### config.mk
export PLATFORM = sky130hd
export DESIGN_NAME = prms_supervisor
export DESIGN_NICKNAME = d
export VERILOG_FILES = /design/src/prms_pkg.sv /design/src/prms_led_if.sv /design/src/prms_led_drv.sv /design/src/prms_supervisor.sv
export SDC_FILE = /design/constraint.sdc
export NUM_CORES = 1
export LEC_CHECK = 0
export BUFFER_PORTS_ARGS = -buffer_cell sky130_fd_sc_hd__buf_4
export CAP_MARGIN = 20
export CORE_MARGIN = 5
export CORE_UTILIZATION = 52
export DETAILED_ROUTE_END_ITERATION = 16
export HOLD_SLACK_MARGIN = 0.15
export PLACE_DENSITY = 0.73
export RECOVER_POWER = 100
export SYNTH_ARGS = -nofsm -noshare
export SYNTH_HDL_FRONTEND = slang
export SYNTH_SLANG_ARGS = --single-unit
export TNS_END_PERCENT = 100
### constraint.sdc
create_clock -name clk_sys -period 3.3 [get_ports clk_sys]
set_input_delay 0.165 -clock clk_sys [delete_from_list [all_inputs] [get_ports clk_sys]]
set_output_delay 0.165 -clock clk_sys [all_outputs]
set_load 0.1 [all_outputs]
### src/prms_pkg.sv
// shared constants and types for the paired relay mirror supervisor
package prms_pkg;
  localparam int CLK_HZ         = 100_000_000;
  localparam int HB_DEFAULT_S   = 3600;
  localparam int LONG_PRESS_MS  = 5000;
  localparam int FLASH_MS       = 50;
  localparam int SLOW_HZ        = 1;
  localparam int FAST_HZ        = 2;
  localparam int SEC_CYC        = CLK_HZ;
  localparam int LONG_CYC       = LONG_PRESS_MS * (CLK_HZ / 1000);
  localparam int FLASH_CYC      = FLASH_MS * (CLK_HZ / 1000);
  localparam int SLOW_HALF_CYC  = CLK_HZ / (2 * SLOW_HZ);
  localparam int FAST_HALF_CYC  = CLK_HZ / (2 * FAST_HZ);
  localparam logic [3:0] OWN_REMOTE  = 4'h3;
  localparam logic [3:0] OWN_CTRL    = 4'hc;
  localparam logic [15:0] HB_RST     = 16'h0e10;
  localparam logic [7:0]  FB_MULT_RST = 8'h01;
  localparam logic [3:0]  DFLT_RST    = 4'h0;
  localparam logic [2:0]  RSSI_MAX    = 3'h5;

  typedef enum logic [1:0] {K_MIRROR, K_STATUS, K_RANGE, K_REPLY} prms_kind_t;
  typedef enum logic [1:0] {IND_R1, IND_R2, IND_IN, IND_RSV} prms_ind_t;
  typedef enum logic [1:0] {PS_NONE, PS_NORMAL, PS_LOW, PS_HIGH} prms_pwr_t;
endpackage : prms_pkg

### src/prms_led_if.sv
// indicator signals passed between the supervisor and the led driver
`timescale 1ns/1ps
interface prms_led_if;
  import prms_pkg::*;
  prms_pwr_t supply_st;
  prms_pwr_t batt_st;
  logic      rx_evt;
  logic      tx_evt;
  logic      power_led;
  logic      batt_led;
  logic      rx_led;
  logic      tx_led;
  modport ctl (output supply_st, batt_st, rx_evt, tx_evt,
               input power_led, batt_led, rx_led, tx_led);
  modport drv (input supply_st, batt_st, rx_evt, tx_evt,
               output power_led, batt_led, rx_led, tx_led);
endinterface : prms_led_if

### src/prms_led_drv.sv
// power, battery, rx and tx indicator driver
`timescale 1ns/1ps
module prms_led_drv
  import prms_pkg::*;
#(
  parameter int SLOW_HALF = SLOW_HALF_CYC,
  parameter int FAST_HALF = FAST_HALF_CYC,
  parameter int FLASH     = FLASH_CYC
) (
  input  wire logic clk_sys, // system clock
  input  wire logic rst_n,   // sync reset, active low
  prms_led_if.drv   led      // led signals
);
  logic [31:0] slow_cnt;
  logic [31:0] fast_cnt;
  logic        slow_ph;
  logic        fast_ph;
  logic [31:0] rx_cnt;
  logic [31:0] tx_cnt;

  function automatic logic led_of(input prms_pwr_t st, input logic slow, input logic fast);
    case (st)
      PS_NORMAL: led_of = 1'b1;
      PS_LOW:    led_of = slow;
      PS_HIGH:   led_of = fast;
      default:   led_of = 1'b0;
    endcase
  endfunction : led_of

  always_ff @(posedge clk_sys) begin
    if (!rst_n) begin
      slow_cnt <= '0;
      fast_cnt <= '0;
      slow_ph  <= 1'b0;
      fast_ph  <= 1'b0;
    end else begin
      slow_cnt <= (slow_cnt == 32'(SLOW_HALF - 1)) ? '0 : slow_cnt + 32'h0000_0001;
      fast_cnt <= (fast_cnt == 32'(FAST_HALF - 1)) ? '0 : fast_cnt + 32'h0000_0001;
      if (slow_cnt == 32'(SLOW_HALF - 1)) slow_ph <= !slow_ph;
      if (fast_cnt == 32'(FAST_HALF - 1)) fast_ph <= !fast_ph;
    end
  end

  // a fresh frame restarts the flash, so a burst shows as one long flash
  always_ff @(posedge clk_sys) begin
    if (!rst_n) begin
      rx_cnt <= '0;
      tx_cnt <= '0;
    end else begin
      rx_cnt <= led.rx_evt ? 32'(FLASH) : (rx_cnt != 0 ? rx_cnt - 32'h0000_0001 : '0);
      tx_cnt <= led.tx_evt ? 32'(FLASH) : (tx_cnt != 0 ? tx_cnt - 32'h0000_0001 : '0);
    end
  end

  always_ff @(posedge clk_sys) begin
    if (!rst_n) begin
      led.power_led <= 1'b0;
      led.batt_led  <= 1'b0;
      led.rx_led    <= 1'b0;
      led.tx_led    <= 1'b0;
    end else begin
      led.power_led <= led_of(led.supply_st, slow_ph, fast_ph);
      led.batt_led  <= led_of(led.batt_st, slow_ph, fast_ph);
      led.rx_led    <= led.rx_evt || rx_cnt > 32'h0000_0001;
      led.tx_led    <= led.tx_evt || tx_cnt > 32'h0000_0001;
    end
  end
endmodule : prms_led_drv

### src/prms_supervisor.sv
// paired relay mirror supervisor: link watch, relay mirror, button, indicators
`timescale 1ns/1ps
module prms_supervisor
  import prms_pkg::*;
#(
  parameter int SEC_CYCLES = SEC_CYC,
  parameter int LONG_CYCLES = LONG_CYC,
  parameter int SLOW_HALF  = SLOW_HALF_CYC,
  parameter int FAST_HALF  = FAST_HALF_CYC,
  parameter int FLASH      = FLASH_CYC
) (
  input  wire logic       clk_sys,             // system clock
  input  wire logic       rst_n,               // sync reset, active low
  input  wire logic       is_remote,           // 1 remote unit, 0 controller unit
  input  wire logic [3:0] relay_control_input_n, // control inputs, active low
  input  wire logic       aux_in_n,            // aux input, active low
  input  wire logic       ind_in_n,            // indicator input, active low
  input  wire logic       test_button_n,       // test button, active low
  input  wire logic       cfg_mode_clr,        // leave configuration mode
  input  wire logic       cfg_we,              // load settings below
  input  wire logic [15:0] cfg_hb_s,           // heartbeat in seconds
  input  wire logic       cfg_fb_en,           // fallback enable
  input  wire logic [7:0] cfg_fb_mult,         // fallback after n heartbeats
  input  wire logic [3:0] cfg_rly_dflt,        // fallback relay states
  input  wire logic [1:0] cfg_ind_src,         // indicator source
  input  wire logic [1:0] supply_status,       // supply level class
  input  wire logic [1:0] battery_status,      // battery level class
  input  wire logic       rx_valid,            // frame received, pulse
  input  wire logic [1:0] rx_kind,             // received frame kind
  input  wire logic [3:0] rx_ctl,              // partner inputs, active high
  input  wire logic       rx_aux,              // partner aux, active high
  input  wire logic       rx_ind,              // partner indicator, active high
  input  wire logic [2:0] rx_rssi,             // received strength 0..5
  output logic            tx_valid,            // frame offered to radio
  input  wire logic       tx_ready,            // radio takes frame
  input  wire logic       tx_done,             // partner acknowledged, pulse
  output logic [1:0]      tx_kind,             // offered frame kind
  output logic [3:0]      tx_ctl,              // local inputs, active high
  output logic            tx_aux,              // local aux, active high
  output logic            tx_ind,              // local indicator, active high
  output logic [3:0]      relay_out,           // relay coils, high energised
  output logic            aux_out,             // aux output level
  output logic            ind_out,             // reader indicator level
  output logic [5:0]      strength_led,        // strength bar
  output logic            power_led,           // supply indicator
  output logic            battery_led,         // battery indicator
  output logic            rx_led,              // receive indicator
  output logic            tx_led,              // transmit indicator
  output logic            cfg_mode,            // configuration mode
  output logic            link_ok,             // no status exchange outstanding
  output logic            mirror_mismatch,     // last exchange disagreed
  output logic            in_fallback          // relays at defaults
);
  prms_led_if led ();

  logic [15:0] hb_s;
  logic        fb_en;
  logic [7:0]  fb_mult;
  logic [3:0]  rly_dflt;
  prms_ind_t   ind_src;
  logic [3:0]  relay;
  logic        par_aux;
  logic        par_ind;
  logic [31:0] sec_cnt;
  logic [15:0] hb_cnt;
  logic [7:0]  silent;
  logic        st_req;
  logic        st_wait;
  logic        reply_req;
  logic        range_req;
  logic        range_wait;
  logic [31:0] btn_cnt;
  logic [5:0]  last_sent;
  logic [5:0]  bar;

  function automatic logic [5:0] bar_of(input logic [2:0] r);
    logic [2:0] n;
    n = (r > RSSI_MAX) ? RSSI_MAX : r;
    bar_of = 6'h3f >> (RSSI_MAX - n);
  endfunction : bar_of

  // decode
  wire [3:0]  own       = is_remote ? OWN_REMOTE : OWN_CTRL;
  wire [3:0]  loc_ctl   = ~relay_control_input_n;
  wire [5:0]  loc_state = {loc_ctl, ~aux_in_n, ~ind_in_n};
  wire        traffic   = rx_valid || tx_done;
  wire        sec_tick  = sec_cnt == 32'(SEC_CYCLES - 1);
  wire        hb_hit    = sec_tick && (17'(hb_cnt) + 17'h0_0001 >= 17'(hb_s)) && !traffic;
  wire        fb_hit    = fb_en && hb_hit && fb_mult != 8'h00
                          && (9'(silent) + 9'h001 >= 9'(fb_mult));
  wire        rx_kind_m = rx_kind == K_MIRROR;
  wire        rx_stat   = rx_kind == K_STATUS || rx_kind == K_REPLY;
  wire        rx_apply  = rx_valid && (rx_kind_m || rx_stat);
  wire        rx_ask    = rx_valid && (rx_kind == K_STATUS || rx_kind == K_RANGE);
  wire        rx_reply  = rx_valid && rx_kind == K_REPLY;
  wire        mirror_need = loc_state != last_sent;
  wire        pressed   = !test_button_n;
  wire        short_rel = !pressed && btn_cnt != 0 && btn_cnt < 32'(LONG_CYCLES);
  wire        long_hit  = pressed && btn_cnt == 32'(LONG_CYCLES - 1);
  wire        take      = !tx_valid && (reply_req || mirror_need || st_req || range_req);
  wire        sent      = tx_valid && tx_ready;
  wire        ind_act   = ind_src == IND_R2 ? relay[1] :
                          ind_src == IND_IN ? par_ind : relay[0];

  prms_kind_t next_kind;
  always_comb begin
    if (reply_req)        next_kind = K_REPLY;
    else if (mirror_need) next_kind = K_MIRROR;
    else if (st_req)      next_kind = K_STATUS;
    else                  next_kind = K_RANGE;
  end

  // settings change only the stored copy; relays move on their next event
  always_ff @(posedge clk_sys) begin
    if (!rst_n) begin
      hb_s     <= HB_RST;
      fb_en    <= 1'b0;
      fb_mult  <= FB_MULT_RST;
      rly_dflt <= DFLT_RST;
      ind_src  <= IND_R1;
    end else if (cfg_we) begin
      hb_s     <= cfg_hb_s;
      fb_en    <= cfg_fb_en;
      fb_mult  <= cfg_fb_mult;
      rly_dflt <= cfg_rly_dflt;
      ind_src  <= prms_ind_t'(cfg_ind_src);
    end
  end

  // heartbeat: seconds prescaler, interval and silence counters
  always_ff @(posedge clk_sys) begin
    if (!rst_n) begin
      sec_cnt <= '0;
      hb_cnt  <= '0;
      silent  <= '0;
    end else if (traffic) begin
      sec_cnt <= '0;
      hb_cnt  <= '0;
      silent  <= '0;
    end else if (sec_tick) begin
      sec_cnt <= '0;
      hb_cnt  <= hb_hit ? '0 : hb_cnt + 16'h0001;
      if (hb_hit && silent != 8'hff) silent <= silent + 8'h01;
    end else begin
      sec_cnt <= sec_cnt + 32'h0000_0001;
    end
  end

  // exchange bookkeeping; a set in the clearing cycle wins
  always_ff @(posedge clk_sys) begin
    if (!rst_n) begin
      st_req     <= 1'b0;
      st_wait    <= 1'b0;
      reply_req  <= 1'b0;
      range_req  <= 1'b0;
      range_wait <= 1'b0;
    end else begin
      st_req    <= hb_hit || (st_req && !(take && next_kind == K_STATUS));
      st_wait   <= hb_hit || (st_wait && !(rx_valid && rx_stat));
      reply_req <= rx_ask || (reply_req && !(take && next_kind == K_REPLY));
      range_req <= short_rel || (range_req && !(take && next_kind == K_RANGE));
      range_wait <= (take && next_kind == K_RANGE) || (range_wait && !rx_reply);
    end
  end

  // relay mirror and fallback; no other path moves a relay
  always_ff @(posedge clk_sys) begin
    if (!rst_n) begin
      relay       <= '0;
      par_aux     <= 1'b0;
      par_ind     <= 1'b0;
      in_fallback <= 1'b0;
      mirror_mismatch <= 1'b0;
    end else if (rx_apply) begin
      relay       <= (relay & ~own) | (rx_ctl & own);
      par_aux     <= rx_aux;
      par_ind     <= rx_ind;
      in_fallback <= 1'b0;
      if (rx_stat) mirror_mismatch <= (relay & own) != (rx_ctl & own);
    end else if (fb_hit) begin
      relay       <= (relay & ~own) | (rly_dflt & own);
      in_fallback <= 1'b1;
    end
  end

  // frame offer towards the radio, held until taken
  always_ff @(posedge clk_sys) begin
    if (!rst_n) begin
      tx_valid  <= 1'b0;
      tx_kind   <= K_MIRROR;
      tx_ctl    <= '0;
      tx_aux    <= 1'b0;
      tx_ind    <= 1'b0;
      last_sent <= '0;
    end else if (take) begin
      tx_valid  <= 1'b1;
      tx_kind   <= next_kind;
      {tx_ctl, tx_aux, tx_ind} <= loc_state;
      last_sent <= loc_state;
    end else if (sent) begin
      tx_valid  <= 1'b0;
    end
  end

  // test button: short release starts range test, long hold enters config
  always_ff @(posedge clk_sys) begin
    if (!rst_n) begin
      btn_cnt  <= '0;
      cfg_mode <= 1'b0;
    end else begin
      if (!pressed) btn_cnt <= '0;
      else if (btn_cnt < 32'(LONG_CYCLES)) btn_cnt <= btn_cnt + 32'h0000_0001;
      if (long_hit) cfg_mode <= 1'b1;
      else if (cfg_mode_clr) cfg_mode <= 1'b0;
    end
  end

  // strength bar holds the last range reply until the next one
  always_ff @(posedge clk_sys) begin
    if (!rst_n) bar <= '0;
    else if (rx_reply && range_wait) bar <= bar_of(rx_rssi);
  end

  // output levels registered so they never glitch on a mux change
  always_ff @(posedge clk_sys) begin
    if (!rst_n) begin
      aux_out <= 1'b1;
      ind_out <= 1'b1;
    end else begin
      aux_out <= is_remote ? 1'b1 : !par_aux;
      ind_out <= is_remote ? !ind_act : 1'b1;
    end
  end

  assign relay_out    = relay & own;
  assign strength_led = bar;
  assign link_ok      = !st_wait;

  assign led.supply_st = prms_pwr_t'(supply_status);
  assign led.batt_st   = prms_pwr_t'(battery_status);
  assign led.rx_evt    = rx_valid;
  assign led.tx_evt    = sent;
  assign power_led     = led.power_led;
  assign battery_led   = led.batt_led;
  assign rx_led        = led.rx_led;
  assign tx_led        = led.tx_led;

  prms_led_drv #(
    .SLOW_HALF (SLOW_HALF),
    .FAST_HALF (FAST_HALF),
    .FLASH     (FLASH)
  ) u_led (
    .clk_sys (clk_sys),
    .rst_n   (rst_n),
    .led     (led.drv)
  );
endmodule : prms_supervisor

After elaboration in Yosys (flattened, before gate mapping). Index checks and enable logic that the tools add are counted.

Register bits: 290. Bits in latches: 0. Bits in writable memories: 0. Memory bits (read-only): 0. Output and inout port bits: 29. Memories kept: 0.

Add/subtract/negate cells: 11. Multipliers: 0. Divide/modulo/power cells: 0. Order comparisons: 6. Equal/unequal tests: 21. Shift-type cells: 1. Muxes and demuxes: 20. Bitwise operators: 13. Reduce and logical (&&, ||, !) cells: 71.

Operators with widths (number): $add A32 B1 Y32 const B (4); $reduce_bool A32 Y1 (3); $mux W23 (4); $gt A32 B1 Y1 const B (2); $sub A32 B1 Y32 const B (2); $eq A32 B25 Y1 const B (1); $eq A32 B26 Y1 const B (1); $eq A32 B27 Y1 const B (1); $eq A32 B29 Y1 const B (1); $lt A32 B29 Y1 const B (1); $logic_and A1 B1 Y1 (24); $eq A2 B2 Y1 const B (9); $add A16 B1 Y17 const B (1); $ge A17 B16 Y1 (1); $add A16 B1 Y16 const B (1); $and A4 B4 Y4 (4); $mux W16 (1); $logic_or A1 B1 Y1 (14); $logic_not A1 Y1 (13); $mux W4 (3); $reduce_or A2 Y1 (6); $eq A2 B1 Y1 const B (5); $add A8 B1 Y9 const B (1); $ge A9 B8 Y1 (1); other kinds (19) (39).

Logic depth before layout (Yosys ltp). Gate-level depths: netlist (run 1).

Depth in word-level cells: 10. Mapped depth: 15. Gate-level depth less buffers: 14.

Modules after synthesis. A second synthesis (run 1) with hierarchy kept.

Cells, all modules: 1572. Area total of the unflattened synthesis: 13659.4 um2.

Modules (own cells, without submodules): prms_supervisor (times used 1, cells each 875, area each 7494.7 um2); prms_led_drv (times used 1, cells each 697, area each 6164.7 um2).

Worst setup path after synthesis (run 1). Ideal clock, no wire load.

Path type: register -> register. From: reg hb_cnt[0]. To: reg silent[5]. Library setup time: 0.091 ns. Arrival time: 3.099 ns. Path slack: 0.110 ns. Cell stages (with the launch flop): 14. Clock period less this slack: 3.190 ns. Path through: dfxtp_1 > ha_1 > nand3_1 > nor4b_1 > nand4_1 > xnor2_1 > ha_1 > nand3_1 > nor3_1 > nand2_1 > nand4_1 > o211ai_1 > o31a_1 > a311oi_1.

Longest elaborated chain between the ends: 6.

Ends and longest elaborated chain: start, declared (line prms_supervisor.sv:65) `logic [15:0] hb_cnt;`; start signal, assigned (line prms_supervisor.sv:142) `hb_cnt <= hb_hit ? '0 : hb_cnt + 16'h0001;`; $add A16 B1 Y17 (line prms_supervisor.sv:88) `wire hb_hit = sec_tick && (17'(hb_cnt) + 17'h0_0001 >= 17'(hb_s)) && !traffic;`; $ge A17 B16 Y1 (line prms_supervisor.sv:88); $logic_and A1 B1 Y1 (2 in a row) (line prms_supervisor.sv:88); $logic_and A1 B1 Y1 (line prms_supervisor.sv:143) `if (hb_hit && silent != 8'hff) silent <= silent + 8'h01;`; $reduce_and A2 Y1 (no line); end signal, assigned (line prms_supervisor.sv:143); end, declared (line prms_supervisor.sv:66) `logic [7:0] silent;`.

Every way passes these cells. A chain may end at the register's enable or synchronous reset.

Worst setup path in the final report (run 1).
From: reg hb_cnt[0]. To: reg silent[3].

The elaborated chain is that of the path after synthesis.

==> impl_metrics.py, run 1 <==
metrics = {
    "outcome": {
        "status": "completed",
    },
    "power": {
        "powerDensity_nw_per_um2": 526,
        "p_leak_nw": 6.24,
        "p_total_mw": 8.48,
        "peakVddDrop_v": 0.000427,
    },
    "worst_setup_path": {
        "cp-start-kind": "register",
        "critPathBufInv": 3,
        "critical_path.max_stage_delay_ns": 0.41,
        "crit_cells": 16,
        "end_kind": "register",
        "cp_top_family": "simple AND/OR/NAND/NOR gates",
        "path_class": "reg -> reg",
        "r2r-end": "silent[3]$_SDFFE_PP0P_",
        "reg2reg_from": "hb_cnt[0]$_SDFFE_PP0P_",
        "rr_worst_depth": 16,
        "cp-endpoint": "silent[3]$_SDFFE_PP0P_",
        "cp_slowest_cell": "or4_1",
        "crit_path_max_fanout": 6,
        "crit_required_ns": 3.79,
        "cp_data_arrival_time_ns": 3.62,
        "rrSetupSlack_ns": 0.16,
        "path_cells": "buf_4, nand3_1, nor3_2, nand3_2, nor2_2, xor2_1, ha_1, nand3_2, nor3_2, nand2_1, nand4_1, clkbuf_4, buf_4, o211ai_4, or4_1, nand2_1",
        "cp-startpoint": "hb_cnt[0]$_SDFFE_PP0P_",
    },
    "clock_network": {
        "cts_tree": "yes",
        "cts_buffers": 30,
        "cts_buffer_depth": 3,
        "cts_root_buffer": "clkbuf_16",
        "clk_latency_ns": 0.55,
        "h-tree-depth": 1,
        "clkSlewWorstSetupHoldPaths_ns": 0.06,
        "cts.sinks": 284,
    },
    "placed_design": {
        "portBuffers": 89,
        "gp_congestion": 0.926,
        "place_hpwl_mm": 20.1,
        "dp.cells": 1950,
        "placed_area_sq_um": 14500,
        "dp_slack_ns": 0.112,
    },
    "routing": {
        "drt_iter0_drc": 698,
        "viasPerCell": 5.38,
        "drc": 0,
        "antenna_left": 0,
        "drt-pass1-iter-count": 5,
        "postRouteWirelength_mm": 30.0,
        "vias": 11196,
        "drt-wirelength-per-cell_um": 14.4,
    },
    "global_routing": {
        "grt_pass1_wl_mm": 50.0,
        "grt_pass1_vias": 10745,
        "grt_busiest_layer": "met2",
        "grt_max_degree": 65,
        "antenna_found_initial": 0,
        "grtUsageTotal_pct": 20.0,
        "grt_overflow": 0,
        "gr-usage-met2_pct": 33.6,
        "grt_use_met3_pct": 3.32,
        "use_met1_pct": 27.1,
    },
    "floorplan": {
        "ios": 90,
        "start_util_pct": 52.8,
        "num_rows": 58,
        "dieArea_sq_um": 29000,
        "die_y_um": 170,
        "fp.dieW_um": 170,
        "coreArea_sq_um": 25300,
    },
    "finish": {
        "stdcell_area_sq_um": 16100,
        "layout-drive-gt1-share_pct": 9.54,
        "fillers": 2124,
        "syn_to_final_growth_pct": 20.9,
        "utilization_pct": 63.9,
        "multi_input_area_sq_um": 7300,
        "finalNonFillerCells": 2081,
        "nNetsFinal": 1828,
        "seqCellArea_sq_um": 5690,
    },
    "sta": {
        "drv_slew": 0,
        "tns_ns": 0,
        "skew_ns": 0.0109,
        "fin_ws_ns": 0.165,
        "finalHoldViolCount": 0,
        "finalSetupViolations": 0,
        "hold_ws_ns": 0.198,
        "worst_slew_pin_slew_ns": 1.32,
        "post-route-min-period_ns": 3.14,
        "slew-limit-headroom_pct": 12.3,
        "fmax_mhz": 319,
        "period_share_pct": 95.0,
    },
    "logic_synthesis": {
        "yosysMostFrequentCell": "dfxtp_1",
        "synth_top_area_share_pct": 42.6,
        "synth_area_sq_um": 13300,
        "ys_top_cells_by_count": "dfxtp_1 (284), nor2_1 (233), nand2_1 (127)",
        "synth_edf_count": 0,
        "async_flop_share_pct": 0,
        "synthesis.nets": 1645,
        "syn_inst": 1544,
        "synth_ff_type": "dfxtp_1",
        "netlist_top_cells_area": "dfxtp_1 (43%), xor2_1 (6.8%), nor2_1 (6.6%)",
        "syn_area_per_cell_sq_um": 8.64,
        "ys_ff_latch": 284,
        "ys_warn_count": 0,
        "yosysTopAreaCell": "dfxtp_1",
        "yosysSeqAreaShare_pct": 42.6,
        "ys_types": 59,
    },
    "worst_hold_path": {
        "worst_hold_path_type": "in -> reg",
    },
    "flow_run": {
        "max_cap_viol_count": 0,
    },
}
[worst min-delay path: cells and delay by family]
family	cells	cell delay [ns]
simple gates	1	0.09
buf+inv	1	0.27
mux	1	0.17
[cell families (layout without fill, tap and decap cells)]
group                    Yosys count  after routing  share of synthesized area [%]
multiplexers                      40             40                           3.04
AO/OA/AOI/OAI                    154            154                           7.06
XOR/XNOR                         197            197                           12.9
flip-flops                       284            284                           42.6
other                              0              1                              0
adder cells (fa/ha/maj)           40             40                           3.75
AND/OR/NAND/NOR                  730            730                           27.6
buffers and inverters             99            305                           2.97
[per-layer routing]
| layer | share of wire (%) | up-vias |
|---|---|---|
| met2 | 46 | 200 |
| met4 | 2.3 | 0 |
| met1 | 47 | 5264 |
| met5 | 0 | - |
| li1 | - | 5676 |
| met3 | 4.1 | 56 |
[layout make-up]
type	count	share of cell area (%)
clock buffer	44	5.54
timing repair buffer	200	9.49
multi-input combinational	1161	45.3
antenna	1	0.0155
clock inverter	11	0.721
tap	330	2.56
sequential	284	35.3
inverter	50	1.16
[how the worst min path moves through the flow]
stage,start,to,slack [ns],cells after the start
2_1_floorplan,cfg_hb_s[11],hb_s[11]$_SDFFE_PN1P_,0.29,2
3_3_place_gp,cfg_hb_s[9],hb_s[9]$_SDFFE_PN1P_,0.38,3
3_5_place_dp,cfg_hb_s[9],hb_s[9]$_SDFFE_PN1P_,0.39,3
4_1_cts,cfg_we,ind_src[1]$_SDFFE_PN0P_,0.18,3
5_1_grt,cfg_we,ind_src[1]$_SDFFE_PN0P_,0.21,3
6_report,cfg_we,rly_dflt[1]$_SDFFE_PN0P_,0.20,3
[flip-flops by register name, summed over array words and instances, names as in the netlist, 2 cells and up]
name            count
u_led.rx_cnt       32
u_led.slow_cnt     32
tx_ctl              4
u_led.fast_cnt     32
rly_dflt            4
silent              8
tx_kind             2
sec_cnt            32
fb_mult             8
strength_led        6
hb_cnt             16
hb_s               16
relay               4
ind_src             2
btn_cnt            32
last_sent           2
u_led.tx_cnt       32
[layout by cell type (no fill, tap or decap), types with 49 or more instances in the layout]
cell	n
o21ai_0	59
nor2_1	232
nand2_1	127
dfxtp_1	283
nor3_1	49
inv_1	50
xnor2_1	93
nand3_1	68
buf_4	85
dlygate4sd3_1	72
xor2_1	104
[power breakdown]
group          switching [mW]  leakage [nW]  internal (mW)  total, mW
registers               0.183          2.31           3.63       3.81
logic                   0.735          3.42          0.549       1.28
clock network            1.36         0.507           2.02       3.39
total                    2.28          6.24           6.20       8.48
[timing repair]
item,CTS,global route
setup buffers,0,1
hold buffers,72,0
hold endpoints to repair,86,0
resized for setup,0,16
setup endpoints to repair,0,25
No activity file was read; power rests on OpenSTA's default activity.
==> run 2, diff against run 1 <==
BUFFER_PORTS_ARGS = -buffer_cell sky130_fd_sc_hd__buf_2   (was -buffer_cell sky130_fd_sc_hd__buf_4)
==> run 2 against run 1 <==
  * Setup slack improved by 0.00098 ns
  * Core utilization decreased by 1.2 points
  * Cell count decreased by 0.62%
  * Total power decreased by 3.9%
  * Die area unchanged
  * First-iteration DRC count decreased by 26%
  * Hold slack improved by 0.074 ns
  * Fmax about the same
  * Clock power decreased by 8.3%
  * Largest power group unchanged
  * Clock-buffer cell count increased by 2
==> impl_metrics.py, run 2 (same netlist as run 1, synthesis figures left out) <==
metrics = {
    "outcome": {
        "status": "completed",
    },
    "routing": {
        "wl_met3_mm": 1.20,
        "drc": 0,
        "viasPerCell": 5.37,
        "postRouteWirelength_mm": 30.1,
        "antenna_left": 0,
        "vias": 11099,
        "maxUsedRoutingLayer": "met4",
        "drt-pass1-iter-count": 5,
        "drt-wirelength-per-cell_um": 14.5,
        "dr_wl_met2_mm": 14.2,
        "drt_iter0_drc": 520,
        "drt-met1-wl_mm": 13.8,
    },
    "placed_design": {
        "placed_area_sq_um": 14300,
        "gp_congestion": 0.849,
        "place_hpwl_mm": 19.9,
        "portBuffers": 89,
    },
    "worst_hold_path": {
        "worst_hold_path.num_cells": 5,
        "worst_hold_path_type": "in -> reg",
        "hold_start": "rx_kind[1]",
        "hold_end": "range_wait$_SDFF_PN0_",
    },
    "clock_network": {
        "h-tree-depth": 1,
        "clk_latency_ns": 0.55,
        "cts_buffer_depth": 3,
        "cts_tree": "yes",
        "cts_root_buffer": "clkbuf_16",
        "cts_buffers": 30,
        "clkSlewWorstSetupHoldPaths_ns": 0.06,
        "cts.sinks": 284,
    },
    "worst_setup_path": {
        "end_kind": "register",
        "crit_required_ns": 3.75,
        "path_class": "reg -> reg",
        "rr_worst_depth": 14,
        "reg2reg_from": "hb_cnt[1]$_SDFFE_PP0P_",
        "cp_data_arrival_time_ns": 3.59,
        "cp-startpoint": "hb_cnt[1]$_SDFFE_PP0P_",
        "cp-start-kind": "register",
        "rrSetupSlack_ns": 0.17,
        "r2r-end": "silent[5]$_SDFFE_PP0P_",
        "crit_path_max_fanout": 5,
    },
    "sta": {
        "skew_ns": 0.0139,
        "period_share_pct": 95.0,
        "worst_slew_pin_slew_ns": 1.49,
        "post-route-min-period_ns": 3.13,
        "finalHoldViolCount": 0,
        "drv_slew": 0,
        "tns_ns": 0,
        "fmax_mhz": 319,
        "finalSetupViolations": 0,
        "slew-limit-headroom_pct": 0.994,
    },
    "floorplan": {
        "dieArea_sq_um": 29000,
        "ios": 90,
        "die_y_um": 170,
        "start_util_pct": 52.8,
        "num_rows": 58,
        "fp.dieW_um": 170,
        "coreArea_sq_um": 25300,
    },
    "finish": {
        "final_cell_mix": "dfxtp_1 (281), nor2_1 (231), nand2_1 (127)",
        "final_common_cell": "dfxtp_1",
        "syn_to_final_growth_pct": 18.5,
        "nNetsFinal": 1820,
        "fillers": 2172,
        "stdcell_area_sq_um": 15800,
        "layout-drive-gt1-share_pct": 8.99,
    },
    "global_routing": {
        "grt_pass1_vias": 10937,
        "grt_overflow": 0,
        "grt_max_degree": 36,
        "grt_pass1_wl_mm": 51.0,
        "grtUsageTotal_pct": 20.4,
        "antenna_found_initial": 1,
    },
    "power": {
        "p_total_mw": 8.15,
        "p_leak_nw": 6.11,
        "peakVddDrop_v": 0.000365,
        "powerDensity_nw_per_um2": 515,
    },
    "flow_run": {
        "max_cap_viol_count": 0,
    },
}
==> run 2: cell types whose count changed in the layout (fill, tap and decap cells not counted), sizes merged <==
cell / previous run / this run
dlygate4sd3: 72 / 61
clkinv: 9 / 3
buf: 86 / 89
bufinv: 2 / 0
clkbuf: 86 / 88
diode: 1 / 2
==> run 2: worst max path at each step <==
stage                        endpoint  slack [ns]  depth (start not counted)
6_report       silent[5]$_SDFFE_PP0P_        0.17                         14
2_1_floorplan  silent[5]$_SDFFE_PP0P_        0.11                         13
3_3_place_gp   silent[3]$_SDFFE_PP0P_        0.15                         15
3_5_place_dp   silent[3]$_SDFFE_PP0P_       -0.07                         14
5_1_grt        silent[5]$_SDFFE_PP0P_       -0.06                         15
4_1_cts        silent[5]$_SDFFE_PP0P_       0.008                         14
==> run 2: layout make-up <==
cell class                      count  area [sq um]  share of cell area [%]
Sequential cell                   284          5690                    36.0
Clock buffer                       46           871                    5.51
Timing Repair Buffer              192          1290                    8.18
Multi-Input combinational cell   1161          7330                    46.3
Tap cell                          330           413                    2.61
Clock inverter                      3          26.3                   0.166
Inverter                           50           188                    1.19
Antenna cell                        2          5.00                  0.0316
==> run 2: critical path, cell delays in order (launching register included) <==
cell and delay, ns:
dfxtp_4 0.37, ha_4 0.16, nand3_4 0.10, nor4b_4 0.28, buf_4 0.16, nand4_1 0.14
xnor2_2 0.18, ha_1 0.33, a21o_1 0.17, a21oi_1 0.11, nand4_1 0.23, o211ai_1 0.31
buf_4 0.19, nor2_2 0.04, a311oi_1 0.27
==> run 2: per-stage QoR <==
| step | hold WS (ns) | cells | setup slack [ns] | util [%] |
|---|---|---|---|---|
| after floorplan | 0.291 | 1544 | 0.110 | - |
| after global placement | 0.378 | 1951 | 0.147 | 56.5 |
| after detailed placement | 0.387 | 1951 | -0.0731 | 56.5 |
| after CTS | 0.162 | 2061 | 0.00764 | 62.5 |
| after global routing | 0.280 | 2067 | -0.0559 | 62.6 |
| final | 0.272 | 2068 | 0.166 | 62.6 |
==> run 2: metal layers <==
metal  track usage [%]  vias to the layer above
met4              6.25                        0
met1              26.7                     5166
met3              3.32                       65
met5                 0                        -
li1                  -                     5655
met2              34.8                      213
==> run 2: power breakdown <==
group	total [mW]	switching (mW)	leakage, nW	internal (mW)
Clock	3.11	1.32	0.439	1.79
Sequential	3.81	0.182	2.31	3.62
Combinational	1.23	0.717	3.36	0.513
==> run 2: what timing repair did <==
item / CTS / global route
buffers inserted: 0 / 3
gates cloned: 0 / 1
pin swaps: 0 / 12
hold endpoints to repair: 78 / 0
setup endpoints to repair: 6 / 26
hold buffers: 61 / 0
gates resized for setup: 3 / 19
==> run 3, diff against run 2 <==
CORE_UTILIZATION = 30   (was 52)
PLACE_DENSITY = default   (was 0.73)
REMOVE_ABC_BUFFERS = 1   (was default)
==> run 3 against run 2 <==
  * The flow now finishes with violations (max-capacitance violations, max-slew violations)
  * Cell count grew 13%
  * Hold slack lost 0.12 ns
  * Non-clock buffer count shrank 10
  * Sequential share of layout area shrank 1.0 points
  * Clock skew grew 0.0021 ns
  * Wire length grew 1.7%
==> impl_metrics.py, run 3 (same netlist as run 1, synthesis figures left out) <==
metrics = {
    "routing": {
        "drt-wirelength-per-cell_um": 13.1,
        "drt-pass1-iter-count": 5,
        "postRouteWirelength_mm": 30.6,
        "viasPerCell": 4.71,
        "vias": 10954,
        "drc": 0,
        "antenna_left": 0,
        "drt_iter0_drc": 491,
    },
    "global_routing": {
        "grt_pass1_vias": 10826,
        "grtUsageTotal_pct": 12.3,
        "grt_max_degree": 44,
        "antenna_found_initial": 0,
        "grt_overflow": 0,
        "grt_pass1_wl_mm": 52.1,
    },
    "worst_setup_path": {
        "cp-start-kind": "register",
        "rr_worst_depth": 14,
        "crit_required_ns": 3.70,
        "rrSetupSlack_ns": 0.18,
        "cp_data_arrival_time_ns": 3.52,
        "end_kind": "register",
        "cp-endpoint": "in_fallback$_SDFFE_PP0P_",
        "r2r-end": "in_fallback$_SDFFE_PP0P_",
        "crit_path_max_fanout": 4,
        "cp-startpoint": "hb_cnt[1]$_SDFFE_PP0P_",
        "reg2reg_from": "hb_cnt[1]$_SDFFE_PP0P_",
        "path_class": "reg -> reg",
    },
    "power": {
        "p_total_mw": 8.59,
        "p_leak_nw": 6.17,
        "powerDensity_nw_per_um2": 528,
        "peakVddDrop_v": 0.000446,
    },
    "clock_network": {
        "clkSlewWorstSetupHoldPaths_ns": 0.06,
        "h-tree-depth": 2,
        "cts_root_buffer": "clkbuf_16",
        "cts_tree": "yes",
        "clk_latency_ns": 0.52,
        "cts.sinks": 284,
        "cts_buffers": 34,
        "cts_buffer_depth": 3,
    },
    "floorplan": {
        "fp.dieW_um": 221,
        "ios": 90,
        "num_rows": 77,
        "die_y_um": 221,
        "coreArea_sq_um": 44100,
        "dieArea_sq_um": 48800,
        "start_util_pct": 30.2,
    },
    "sta": {
        "worst_slew_pin_slew_ns": 2.41,
        "skew_ns": 0.0160,
        "slew-limit-headroom_pct": -60.9,
        "drv_slew": 80,
        "fmax_mhz": 320,
        "period_share_pct": 94.6,
        "fin_ws_ns": 0.177,
        "tns_ns": 0,
        "finalHoldViolCount": 0,
        "post-route-min-period_ns": 3.12,
        "finalSetupViolations": 0,
    },
    "placed_design": {
        "dp_slack_ns": -0.143,
        "placed_area_sq_um": 14600,
        "place_hpwl_mm": 21.3,
        "gp_congestion": 0.853,
        "portBuffers": 89,
    },
    "outcome": {
        "violations": "max-capacitance violations, max-slew violations",
        "status": "finished with violations",
    },
    "flow_run": {
        "max_cap_viol_count": 2,
    },
    "worst_hold_path": {
        "worst_hold_path_type": "in -> reg",
        "hold_start": "rst_n",
    },
    "finish": {
        "stdcell_area_sq_um": 16300,
        "final_cell_mix": "dfxtp_1 (281), nor2_1 (228), nand2_1 (127)",
        "nNetsFinal": 1814,
        "layout-drive-gt1-share_pct": 9.63,
        "syn_to_final_growth_pct": 22.0,
        "utilization_pct": 36.9,
        "final_common_cell": "dfxtp_1",
    },
}
-- run 3: cell count changes in the layout (fill, tap and decap cells not counted), moves of 2 or more --
cell,previous run,this run
clkbuf_8,6,8
nor2_1,231,228
inv_6,0,2
a21oi_2,0,2
nor2_2,2,5
dlygate4sd3_1,61,58
a21oi_1,47,45
buf_4,29,25
clkbuf_16,30,35
buf_2,59,57
nor3_2,3,1
clkbuf_1,51,47
clkbuf_2,1,3
-- run 3: report_power, final --
part	switching, mW	internal [mW]
clock network	1.44	2.13
registers	0.175	3.63
logic	0.715	0.502
-- run 3: layout make-up --
| type | count | area, sq um |
|---|---|---|
| Fill cell | 4520 | 27900 |
| Multi-Input combinational cell | 1161 | 7350 |
| Antenna cell | 1 | 2.50 |
| Clock buffer | 53 | 1020 |
| Sequential cell | 284 | 5690 |
| Tap cell | 592 | 741 |
| Inverter | 50 | 188 |
| Clock inverter | 5 | 35.0 |
| Timing Repair Buffer | 182 | 1240 |
-- run 3: worst min path at each step --
stage / slack (ns) / end / cells after the start
global placement: 0.39 / hb_s[11]$_SDFFE_PN1P_ / 3
floorplan: 0.23 / fb_mult[0]$_SDFFE_PN1P_ / 1
CTS: 0.16 / cfg_mode$_SDFFE_PN0P_ / 2
detailed placement: 0.39 / hb_s[11]$_SDFFE_PN1P_ / 3
global route: 0.16 / tx_ctl[0]$_SDFFE_PN0P_ / 2
finish: 0.16 / cfg_mode$_SDFFE_PN0P_ / 2
-- run 3: worst max-delay path, cell delays in order, from the launching register on --
cell and delay [ns]:
dfxtp_4 0.36, ha_4 0.15, nand3_4 0.10, nor4b_4 0.28
buf_4 0.15, nand4_1 0.16, xnor2_2 0.20, ha_1 0.33
a21o_1 0.19, a21oi_2 0.12, nand4_1 0.15, o211ai_1 0.37
buf_4 0.20, nor2b_1 0.04, o211a_1 0.20
-- run 3: routing by layer --
layer | track usage, % | wire length (um) | vias up
met5 | 0 | 0 | -
li1 | - | - | 5637
met3 | 2.64 | 1250 | 45
met4 | 3.24 | 646 | 0
met1 | 15.7 | 14200 | 5129
met2 | 21.1 | 14400 | 143
-- run 3: through the flow --
stage,instances,hold WS (ns)
floorplan,1495,0.227
global placement,2209,0.386
detailed placement,2209,0.391
CTS,2325,0.162
global route,2327,0.158
finish,2328,0.156
-- run 3: repair_timing --
item                       CTS  global route
resized for setup            2            23
hold endpoints to repair    65             0
setup endpoints to repair   12            31
buffers inserted             0             1
hold buffers                58             0
pin swaps                    1            13
